File: src/verilog/dsgcr_pkg.sv
// constants and types shared by the global control register bank
package dsgcr_pkg;
  // register offsets on the serial control bus
  localparam logic [7:0] ADDR_BUS_TARGET = 8'h00;
  localparam logic [7:0] ADDR_SOFT_RST   = 8'h01;
  localparam logic [7:0] ADDR_GEN_CFG    = 8'h02;
  localparam logic [7:0] ADDR_DEV_STATUS = 8'h04;
  // bus_target_address fields
  localparam int OVR_BIT  = 0;
  localparam int ADDR_MSB = 7;
  localparam int ADDR_LSB = 1;
  // soft_reset_control fields
  localparam int RST_LOGIC_BIT  = 0;
  localparam int RST_FULL_BIT   = 1;
  localparam int RST_RELOAD_BIT = 2;
  // general_configuration fields
  localparam int CFG_FORCE_REF_BIT = 0;
  localparam int CFG_PARITY_BIT    = 1;
  localparam int CFG_SLEEP_SEL_BIT = 2;
  localparam int CFG_OE_BIT        = 3;
  localparam int CFG_OE_MODE_BIT   = 4;
  localparam int CFG_CTRL_EN_BIT   = 5;
  // device_status_register field
  localparam int STS_INIT_DONE_BIT = 6;
  // reset values
  localparam logic [6:0] BUS_ADDR_RST = 7'h00;
  localparam logic [5:0] GEN_CFG_RST  = 6'h1E;
  // timing: clock period and times in ns, counts derived (rounded up)
  localparam int CLK_PERIOD_NS = 100;
  localparam int ROM_LOAD_NS   = 2000;
  localparam int RST_HOLD_NS   = 500;
  localparam int ROM_LOAD_CYC  = (ROM_LOAD_NS + CLK_PERIOD_NS - 1) / CLK_PERIOD_NS;
  localparam int RST_HOLD_CYC  = (RST_HOLD_NS + CLK_PERIOD_NS - 1) / CLK_PERIOD_NS;
  localparam int CNT_W         = 8;
  // transmit output state per camera-serial port
  typedef enum logic [1:0] {
    TX_NORMAL = 2'b00,
    TX_HIZ    = 2'b01,
    TX_LP11   = 2'b10,
    TX_HS0    = 2'b11
  } dsgcr_tx_e;
  // reset and reload sequencer states
  typedef enum logic [1:0] {
    SEQ_IDLE  = 2'b00,
    SEQ_LOAD  = 2'b01,
    SEQ_LRST  = 2'b10,
    SEQ_FRST  = 2'b11
  } dsgcr_seq_e;
endpackage : dsgcr_pkg

File: src/verilog/dsgcr_seq_if.sv
// request and status bundle between register bank and sequencer
`timescale 1ns/1ps
`default_nettype none
interface dsgcr_seq_if;
  logic reload_req;  // rom reload pending
  logic full_req;    // full soft reset pending
  logic logic_req;   // logic-only soft reset pending
  logic ack;         // sequencer takes pending requests
  logic cfg_clear;   // return configuration registers to reset values
  logic init_done;   // configuration load finished
  modport regs (output reload_req, full_req, logic_req,
                input ack, cfg_clear, init_done);
  modport seq  (input reload_req, full_req, logic_req,
                output ack, cfg_clear, init_done);
endinterface : dsgcr_seq_if
`default_nettype wire

File: src/verilog/dsgcr_top.sv
// global control register bank of the deserializer hub
//
// How it works
// - address field shows the address in use
// - override clear: field read-only, shows strap
// - override set: written address becomes active
// - reload bit restarts rom load, self-clears
// - software polls init-done after a reload
// - full soft reset returns address and config to reset values, reloads rom, self-clears
// - logic soft reset keeps config, self-clears
// - controller enable bit gates local controller
// - mode 0: unlocked transmit port goes high-z
// - mode 1: unlocked port keeps control, LP-11 with sleep select 1 and enable 1
// - sleep select 1, enable 0: outputs high-z
// - sleep select 0, mode 1, no lock: outputs HS-0
// - parity enable bit gates receiver parity checker
// - force bit makes reference clock appear present
// - status bit 6 set when load finishes
`timescale 1ns/1ps
`default_nettype none
module dsgcr_top
  import dsgcr_pkg::*;
#(
  parameter int NUM_RX   = 4,
  parameter int NUM_TX   = 2,
  parameter int LOAD_CYC = ROM_LOAD_CYC,
  parameter int HOLD_CYC = RST_HOLD_CYC
) (
  // clock and reset
  input  wire logic              sys_clk,
  input  wire logic              srst,

  // register access from the serial control bus target
  input  wire logic [7:0]        reg_addr,
  input  wire logic              reg_wr,
  input  wire logic [7:0]        reg_wdata,
  input  wire logic              reg_rd,
  output logic      [7:0]        reg_rdata,
  output logic                   reg_rvalid,

  // pins: address straps and reference clock detector
  input  wire logic [6:0]        addr_strap,
  input  wire logic              reference_clock_input_detect,

  // receiver lock and port assignment, same clock
  input  wire logic [NUM_RX-1:0] rx_lock,
  input  wire logic [NUM_RX-1:0] tx_rx_assign [NUM_TX],

  // configuration outputs
  output logic      [6:0]        bus_address,
  output logic                   controller_en,
  output logic                   parity_check_en,
  output logic                   reference_clock_input_present,
  output dsgcr_tx_e              tx_state [NUM_TX],

  // reset and load status
  output logic                   logic_reset,
  output logic                   rom_load_active,
  output logic                   init_done
);

  // all state of this module except the transmit states
  typedef struct packed {
    logic [6:0]  addr_field;   // software address
    logic        ovr;          // address override select
    logic [2:0]  pend;         // pending reset and reload bits
    logic [5:0]  cfg;          // general configuration
    logic [6:0]  strap;        // captured strap address
    logic        strap_taken;  // strap capture done
    logic [7:0]  rdata;        // read data
    logic        rvalid;       // read answer strobe
    logic        ctrl_en;      // registered config outputs
    logic        par_en;
    logic        ref_ok;
    logic [6:0]  addr_out;
  } dsgcr_top_s;

  dsgcr_top_s st_r;
  dsgcr_top_s st_nxt;

  // transmit states are kept apart from the struct
  dsgcr_tx_e tx_r   [NUM_TX];
  dsgcr_tx_e tx_nxt [NUM_TX];

  // synchronised pin levels
  logic [7:0] pins_sync;
  logic [6:0] strap_s;     // strap after two flops
  logic       refdet_s;    // detector after two flops

  // decode strobes
  logic wr_addr;
  logic wr_rst;
  logic wr_cfg;

  // active address and read mux
  logic [6:0] active_addr;
  logic [7:0] rd_mux;

  // link to the sequencer
  dsgcr_seq_if sq_if ();

  // straps and detector come from outside the clock domain
  dsgcr_sync #(
    .W (8)
  ) u_sync (
    .sys_clk  (sys_clk),
    .srst     (srst),
    .async_in ({reference_clock_input_detect, addr_strap}),
    .sync_out (pins_sync)
  );

  assign strap_s  = pins_sync[6:0];
  assign refdet_s = pins_sync[7];

  // reset and rom reload sequencing
  dsgcr_seq #(
    .LOAD_CYC (LOAD_CYC),
    .HOLD_CYC (HOLD_CYC)
  ) u_seq (
    .sys_clk         (sys_clk),
    .srst            (srst),
    .sq              (sq_if.seq),
    .logic_reset     (logic_reset),
    .rom_load_active (rom_load_active)
  );

  // pending bits are the requests; they hold until taken or cleared by a full soft reset
  assign sq_if.logic_req  = st_r.pend[RST_LOGIC_BIT];
  assign sq_if.full_req   = st_r.pend[RST_FULL_BIT];
  assign sq_if.reload_req = st_r.pend[RST_RELOAD_BIT];
  assign init_done        = sq_if.init_done;

  // write decode
  assign wr_addr = reg_wr && (reg_addr == ADDR_BUS_TARGET);
  assign wr_rst  = reg_wr && (reg_addr == ADDR_SOFT_RST);
  assign wr_cfg  = reg_wr && (reg_addr == ADDR_GEN_CFG);

  // the field always shows the address in use
  assign active_addr = st_r.ovr ? st_r.addr_field : st_r.strap;

  // read mux; reserved bits and unmapped offsets give zero
  always_comb begin
    rd_mux = 8'h00;
    case (reg_addr)
      ADDR_BUS_TARGET: begin
        rd_mux[ADDR_MSB:ADDR_LSB] = active_addr;
        rd_mux[OVR_BIT]           = st_r.ovr;
      end
      ADDR_SOFT_RST: begin
        rd_mux[2:0] = st_r.pend;
      end
      ADDR_GEN_CFG: begin
        rd_mux[5:0] = st_r.cfg;
      end
      ADDR_DEV_STATUS: begin
        rd_mux[STS_INIT_DONE_BIT] = sq_if.init_done;
      end
      default: begin
        rd_mux = 8'h00;
      end
    endcase
  end

  // transmit output state per port
  generate
    for (genvar t = 0; t < NUM_TX; t++) begin : g_tx
      logic any_lock;
      assign any_lock = |(tx_rx_assign[t] & rx_lock);
      always_comb begin
        if (st_r.cfg[CFG_SLEEP_SEL_BIT] && !st_r.cfg[CFG_OE_BIT]) begin
          tx_nxt[t] = TX_HIZ;
        end else if (any_lock) begin
          tx_nxt[t] = TX_NORMAL;
        end else if (!st_r.cfg[CFG_OE_MODE_BIT]) begin
          tx_nxt[t] = TX_HIZ;
        end else if (!st_r.cfg[CFG_SLEEP_SEL_BIT]) begin
          tx_nxt[t] = TX_HS0;
        end else begin
          tx_nxt[t] = TX_LP11;
        end
      end
      always_ff @(posedge sys_clk) begin
        if (srst) begin
          tx_r[t] <= TX_HIZ;
        end else begin
          tx_r[t] <= tx_nxt[t];
        end
      end
      assign tx_state[t] = tx_r[t];
    end
  endgenerate

  // next state of the register bank
  always_comb begin
    st_nxt = st_r;

    // strap follows the synced pins until the power-up load ends, then freezes;
    // srst clears the synchroniser, so a grab right after release would read zero
    if (!st_r.strap_taken) begin
      st_nxt.strap = strap_s;
      if (sq_if.init_done) begin
        st_nxt.strap_taken = 1'b1;
      end
    end

    // address register; field accepted only with override set
    if (wr_addr) begin
      st_nxt.ovr = reg_wdata[OVR_BIT];
      if (reg_wdata[OVR_BIT]) begin
        st_nxt.addr_field = reg_wdata[ADDR_MSB:ADDR_LSB];
      end
    end

    // taken requests drop first, so a new write wins
    if (sq_if.ack) begin
      st_nxt.pend = 3'h0;
    end
    if (wr_rst) begin
      // write one to set, zeros leave bits alone
      st_nxt.pend = st_nxt.pend | reg_wdata[2:0];
    end

    // general configuration
    if (wr_cfg) begin
      st_nxt.cfg = reg_wdata[5:0];
    end

    // full soft reset returns configuration to reset values
    if (sq_if.cfg_clear) begin
      st_nxt.addr_field = BUS_ADDR_RST;
      st_nxt.ovr        = 1'b0;
      st_nxt.cfg        = GEN_CFG_RST;
      st_nxt.pend       = 3'h0;
    end

    // registered outputs follow the configuration
    st_nxt.ctrl_en  = st_r.cfg[CFG_CTRL_EN_BIT];
    st_nxt.par_en   = st_r.cfg[CFG_PARITY_BIT];
    st_nxt.ref_ok   = st_r.cfg[CFG_FORCE_REF_BIT] | refdet_s;
    st_nxt.addr_out = active_addr;

    // read answer one cycle after the strobe
    st_nxt.rvalid = reg_rd;
    if (reg_rd) begin
      st_nxt.rdata = rd_mux;
    end
  end

  // register the bank; srst gives documented reset values
  always_ff @(posedge sys_clk) begin
    if (srst) begin
      st_r.addr_field  <= BUS_ADDR_RST;
      st_r.ovr         <= 1'b0;
      st_r.pend        <= 3'h0;
      st_r.cfg         <= GEN_CFG_RST;
      st_r.strap       <= 7'h00;
      st_r.strap_taken <= 1'b0;
      st_r.rdata       <= 8'h00;
      st_r.rvalid      <= 1'b0;
      st_r.ctrl_en     <= 1'b0;
      st_r.par_en      <= 1'b1;
      st_r.ref_ok      <= 1'b0;
      st_r.addr_out    <= 7'h00;
    end else begin
      st_r <= st_nxt;
    end
  end

  // outputs
  assign reg_rdata       = st_r.rdata;
  assign reg_rvalid      = st_r.rvalid;
  assign bus_address     = st_r.addr_out;
  assign controller_en   = st_r.ctrl_en;
  assign parity_check_en = st_r.par_en;
  assign reference_clock_input_present  = st_r.ref_ok;

endmodule : dsgcr_top
`default_nettype wire

File: src/verilog/dsgcr_sync.sv
// two flip-flop synchroniser for asynchronous pins
`timescale 1ns/1ps
`default_nettype none
module dsgcr_sync #(
  parameter int W = 8
) (
  // clock and reset
  input  wire logic         sys_clk,
  input  wire logic         srst,
  // asynchronous in, synchronous out
  input  wire logic [W-1:0] async_in,
  output logic      [W-1:0] sync_out
);
  // first stage feeds only the second stage
  typedef struct packed {
    logic [W-1:0] meta;
    logic [W-1:0] stable;
  } dsgcr_sync_s;

  dsgcr_sync_s st_r;
  dsgcr_sync_s st_nxt;

  // shift one stage per edge
  always_comb begin
    st_nxt        = st_r;
    st_nxt.meta   = async_in;
    st_nxt.stable = st_r.meta;
  end

  always_ff @(posedge sys_clk) begin
    if (srst) begin
      st_r <= '0;
    end else begin
      st_r <= st_nxt;
    end
  end

  assign sync_out = st_r.stable;
endmodule : dsgcr_sync
`default_nettype wire

File: src/verilog/dsgcr_seq.sv
// soft reset and rom reload sequencer
`timescale 1ns/1ps
`default_nettype none
module dsgcr_seq
  import dsgcr_pkg::*;
#(
  parameter int LOAD_CYC = ROM_LOAD_CYC,
  parameter int HOLD_CYC = RST_HOLD_CYC
) (
  // clock and reset
  input  wire logic   sys_clk,
  input  wire logic   srst,
  // requests from the register bank
  dsgcr_seq_if.seq    sq,
  // device-wide effects
  output logic        logic_reset,
  output logic        rom_load_active
);
  typedef struct packed {
    dsgcr_seq_e       state;
    logic [CNT_W-1:0] cnt;
    logic             init_done;
  } dsgcr_seq_s;

  localparam logic [CNT_W-1:0] LOAD_LAST = CNT_W'(LOAD_CYC - 1);
  localparam logic [CNT_W-1:0] HOLD_LAST = CNT_W'(HOLD_CYC - 1);

  dsgcr_seq_s st_r;
  dsgcr_seq_s st_nxt;

  // requests are only taken when idle; they stay pending during a load or logic reset, while cfg_clear drops them
  assign sq.ack = (st_r.state == SEQ_IDLE) &&
                  (sq.full_req || sq.logic_req || sq.reload_req);

  // next state: full reset beats logic reset beats reload
  always_comb begin
    st_nxt = st_r;
    case (st_r.state)
      SEQ_IDLE: begin
        if (sq.full_req) begin
          st_nxt.state = SEQ_FRST;
          st_nxt.cnt   = HOLD_LAST;
        end else if (sq.logic_req) begin
          st_nxt.state = SEQ_LRST;
          st_nxt.cnt   = HOLD_LAST;
        end else if (sq.reload_req) begin
          st_nxt.state     = SEQ_LOAD;
          st_nxt.cnt       = LOAD_LAST;
          st_nxt.init_done = 1'b0;
        end
      end
      SEQ_FRST: begin
        if (st_r.cnt == '0) begin
          // a full reset ends in a fresh configuration load
          st_nxt.state     = SEQ_LOAD;
          st_nxt.cnt       = LOAD_LAST;
          st_nxt.init_done = 1'b0;
        end else begin
          st_nxt.cnt = st_r.cnt - 1'b1;
        end
      end
      SEQ_LRST: begin
        if (st_r.cnt == '0) begin
          st_nxt.state = SEQ_IDLE;
        end else begin
          st_nxt.cnt = st_r.cnt - 1'b1;
        end
      end
      SEQ_LOAD: begin
        if (st_r.cnt == '0) begin
          st_nxt.state     = SEQ_IDLE;
          st_nxt.init_done = 1'b1;
        end else begin
          st_nxt.cnt = st_r.cnt - 1'b1;
        end
      end
      default: begin
        st_nxt.state = SEQ_IDLE;
      end
    endcase
  end

  // power-up starts with a load, flag low until it ends
  always_ff @(posedge sys_clk) begin
    if (srst) begin
      st_r.state     <= SEQ_LOAD;
      st_r.cnt       <= LOAD_LAST;
      st_r.init_done <= 1'b0;
    end else begin
      st_r <= st_nxt;
    end
  end

  assign sq.init_done     = st_r.init_done;
  assign sq.cfg_clear     = (st_r.state == SEQ_FRST);
  assign logic_reset      = (st_r.state == SEQ_FRST) || (st_r.state == SEQ_LRST);
  assign rom_load_active  = (st_r.state == SEQ_LOAD);
endmodule : dsgcr_seq
`default_nettype wire

File: config.mk
export PLATFORM = sky130hd
export DESIGN_NAME = dsgcr_top
export DESIGN_NICKNAME = d
export VERILOG_FILES = /design/src/verilog/dsgcr_pkg.sv /design/src/verilog/dsgcr_seq_if.sv /design/src/verilog/dsgcr_top.sv /design/src/verilog/dsgcr_sync.sv /design/src/verilog/dsgcr_seq.sv
export SDC_FILE = /design/constraint.sdc
export NUM_CORES = 1
export LEC_CHECK = 0
export BUFFER_PORTS_ARGS = -buffer_cell sky130_fd_sc_hd__buf_2
export CORE_UTILIZATION = 54
export CTS_CLUSTER_SIZE = 40
export DETAILED_ROUTE_END_ITERATION = 6
export GPL_TIMING_DRIVEN = 0
export PLACE_DENSITY = 0.89
export SLEW_MARGIN = 20
export SYNTH_ARGS = -nofsm -noshare
export SYNTH_HDL_FRONTEND = slang
export SYNTH_SLANG_ARGS = --single-unit
File: constraint.sdc
create_clock -name sys_clk -period 2.2 [get_ports sys_clk]
set_clock_uncertainty 0.05 [all_clocks]
set_input_delay 0.33 -clock sys_clk [delete_from_list [all_inputs] [get_ports sys_clk]]
set_output_delay 0.33 -clock sys_clk [all_outputs]
set_load 0.01 [all_outputs]
==> results.yml <==
setup_path:
  rr_endpoint: "u_seq.st_r[4]"
  critPathArrivalTime_ns: 2.33
  setup.worst_path.end_class: "flop"
  worstRegToRegCells: 7
  worst_path_largest_cell_delay_ns: 0.47
  crit-reg2reg-launch: "u_seq.st_r[9]"
  critPathSlowestCell: "sky130_fd_sc_hd__or4_1"
  flop_to_flop_setup_slack_ns: 0.09
  worst_setup_path_start_kind: "flop"
  worstPathRequired_ns: 2.43
  critical_path.cell_chain: "inv_1 -> ha_1 -> buf_2 -> nor2_1 -> or3_1 -> or4_1 -> o211ai_1"
  crit_path_max_fanout: 8
  worstSetupPathType: "reg -> reg"
logic_synthesis:
  async_flop_share_pct: 0
  synth_nets: 396
  synth_top_area_cell: "sky130_fd_sc_hd__dfxtp_1"
  yosys.cell_count.top_type: "sky130_fd_sc_hd__dfxtp_1"
  post_synth_num_cell_types: 58
  cell_area_after_synthesis_um2: 3200
  synthFlopType: "sky130_fd_sc_hd__dfxtp_1"
  share_of_synthesized_area_occupied_by_flip_flops_and_latches_pct: 46.9
  number_of_synthesized_flops_with_an_enable_pin: 0
  ys_top_cells_by_area: "sky130_fd_sc_hd__dfxtp_1 (47%), sky130_fd_sc_hd__mux2i_1 (4.4%), sky130_fd_sc_hd__nor2b_1 (3.9%)"
  syn_area_per_cell_um2: 9.11
  ys_ff_latch: 75
  synth_common_cells: "sky130_fd_sc_hd__dfxtp_1 (75), sky130_fd_sc_hd__nor2_1 (33), sky130_fd_sc_hd__nand2_1 (28)"
  synth.yosys.warnings: 0
  postSynthCellCount: 351
  synthDominantCellAreaShare_pct: 46.9
place:
  dp_hpwl_mm: 5.16
  placed_cell_area_um2: 3610
  gp_routability_congestion: 0.920
  number_of_buffers_added_on_ports: 64
  place.detailed.instances: 487
  pre_cts_ws_ns: 0.0124
clocking:
  clk_root_buf: "sky130_fd_sc_hd__clkbuf_8"
  insertion_delay_of_the_later_clocked_pin_in_the_worst_skew_pair_ns: 0.35
  cts-buffers-inserted: 9
  clk_transition_reported_paths_ns: 0.08
  cts_max_path_buffers: 2
  cts.sinks: 75
  cts.hold.buffers_added: 0
  cts_tree: "yes"
  htree_levels: 3
  cts_setup_buffers: 0
floorplan:
  die_w_um: 79.0
  placeableCoreArea_um2: 5610
  num_io_pins: 66
  floorplan.die_area_um2: 6240
  initial_utilization_pct: 57.1
  chipHeight_um: 79.0
  floorplan.rows: 27
routing:
  drt_pre_antenna_iters: 4
  amount_of_wire_on_met2_after_detailed_routing_mm: 3.45
  postRouteWirelength_mm: 7.13
  vias: 2790
  wl_met3_um: 554
  drc_errors: 0
  drtIter0Drc: 178
  top_signal_layer_used: "met4"
  per_cell_via_count_in_the_routed_design: 5.55
  m1WireLength_mm: 2.95
  antenna_left: 0
  detail_route.wl_per_cell_um: 14.2
sta:
  crit_share_post_route_pct: 95.7
  final_number_of_max_transition_violations: 0
  period_needed_ns: 2.11
  hold_viol_final: 0
  clock.fmax_mhz: 475
  number_of_setup_violations_in_the_final_report: 0
  slew_headroom_pct: 50.5
  timing.final.ws_setup_ns: 0.0943
  worst-slew-pin-transition_ns: 0.740
flow_run:
  drv_cap: 0
global_routing:
  grt_antenna_before_repair: 0
  first_global_vias: 2541
  groute.usage.overall_pct: 23.7
  grt_start_max_net_pins: 13
  first_pass_grt_wire_length_mm: 11.3
  grt_overflow: 0
layout:
  synthToLayoutAreaGrowth_pct: 18.4
  post_route_standard_cell_area_excluding_fillers_um2: 3790
  share_of_final_layout_standard_cells_stronger_than_drive_strength_1_pct: 26.9
  design.final.nets: 471
  num_antenna_cells: 0
  final_cell_count_no_fill: 503
pwr:
  total_leakage_power_nw: 1.62
  max-vdd-ir-drop_mv: 0.556
  power-per-cell-area_nw_per_um2: 826
min_path:
  holdPathStages: 2
  min_from: "addr_strap[6]"
  min_path_type: "in -> reg"
  hold_end: "u_sync.st_nxt[6]"
status:
  result_of_the_run: "completed"
-- layout make-up --
| class | count | area (µm²) |
|---|---|---|
| well taps | 72 | 90.1 |
| plain buffers | 33 | 214 |
| clock buffers | 11 | 131 |
| flip-flops and latches | 75 | 1500 |
| fillers | 454 | 1820 |
| multi-input cells | 231 | 1460 |
| clock inverters | 5 | 30.0 |
| repair buffers | 64 | 320 |
| inverters | 12 | 45.0 |
-- per-stage QoR --
stage	hold WS (ns)	TNS (ns)	utilization, %	power (mW)
floorplan	0.354	0	-	2.03
global placement	0.369	0	64.4	2.19
detailed placement	0.374	0	64.4	2.23
CTS	0.121	0	67.4	3.12
global route	0.139	-0.00939	67.6	3.28
finish	0.139	0	67.6	3.13
-- where the power goes --
part	switching [mW]	internal, mW	leakage, nW
clock	0.485	0.404	0.0791
combinational	0.430	0.295	0.930
sequential	0.0752	1.44	0.611
-- worst max path at each step --
stage / from / to / slack, ns / depth (start not counted)
after detailed placement: u_seq.st_r[9] / u_seq.st_r[2] / 0.01 / 6
after floorplan: u_seq.st_r[9] / u_seq.st_r[4] / 0.30 / 7
after CTS: u_seq.st_r[9] / u_seq.st_r[8] / 0.01 / 7
final: u_seq.st_r[9] / u_seq.st_r[4] / 0.09 / 7
after global placement: u_seq.st_r[9] / u_seq.st_r[8] / 0.07 / 7
after global routing: u_seq.st_r[9] / u_seq.st_r[4] / -0.009 / 7
-- state kept, by name, indices dropped and copies added (netlist names) --
register and flops:
bus_address 7, controller_en 1, parity_check_en 1, reference_clock_input_present 1, reg_rdata 8, reg_rvalid 1
sq_if.full_req 1, sq_if.logic_req 1, sq_if.reload_req 1, st_nxt 2, st_r 20, tx_r 4
u_seq.sq.init_done 1, u_seq.st_r 10, u_sync.st_nxt 8, u_sync.sync_out 8
-- worst max-delay path: cells and delay by family (launching register included) --
kind | cells | cell delay, ns
and+or+nand+nor | 3 | 0.94
DFF | 1 | 0.40
buffers and inverters | 2 | 0.27
adders and majority gates | 1 | 0.27
AOI/OAI and AO/OA | 1 | 0.10
-- cells by family (layout without fill, tap and decap cells) --
kind of cell    after synthesis  count (layout)  synth area share [%]
compound gates               76              76                  15.1
xor+xnor                      1               1                 0.274
fa+ha+maj                     5               5                  1.96
buf+inv                      45             125                  8.09
flops                        75              75                  46.9
mux                          15              15                  4.73
simple gates                134             134                  22.9
-- routing by layer --
layer | global-route usage (%) | up-vias
met5 | 0 | -
met4 | 11.8 | 0
met3 | 5.75 | 19
met2 | 40.9 | 139
met1 | 27.1 | 1267
li1 | - | 1365
-- what timing repair did --
| item | 4_1_cts | 5_1_grt |
|---|---|---|
| cloned | 0 | 0 |
| resized for setup | 1 | 3 |
| hold endpoints to repair | 0 | 0 |
| setup endpoints to repair | 8 | 7 |
-- placed cells by master (no fill, tap or decap), types with 3 or more instances in the layout --
cell	instances
sky130_fd_sc_hd__dfxtp_1	75
sky130_fd_sc_hd__buf_2	67
sky130_fd_sc_hd__nor2_1	33
sky130_fd_sc_hd__nand2_1	28
sky130_fd_sc_hd__o21ai_0	23
sky130_fd_sc_hd__nor2b_1	20
sky130_fd_sc_hd__a21oi_1	19
sky130_fd_sc_hd__buf_4	16
sky130_fd_sc_hd__mux2i_1	14
sky130_fd_sc_hd__inv_1	12
sky130_fd_sc_hd__clkbuf_1	11
sky130_fd_sc_hd__nand3_1	11
sky130_fd_sc_hd__clkbuf_8	10
sky130_fd_sc_hd__nor3_1	7
sky130_fd_sc_hd__nand4_1	6
sky130_fd_sc_hd__a22o_1	5
sky130_fd_sc_hd__ha_1	5
sky130_fd_sc_hd__nand2b_1	4
sky130_fd_sc_hd__or2_2	3
sky130_fd_sc_hd__o31ai_1	3
sky130_fd_sc_hd__a22oi_1	3
sky130_fd_sc_hd__clkinv_2	3
Note: power is estimated with default switching activity, not from simulation.
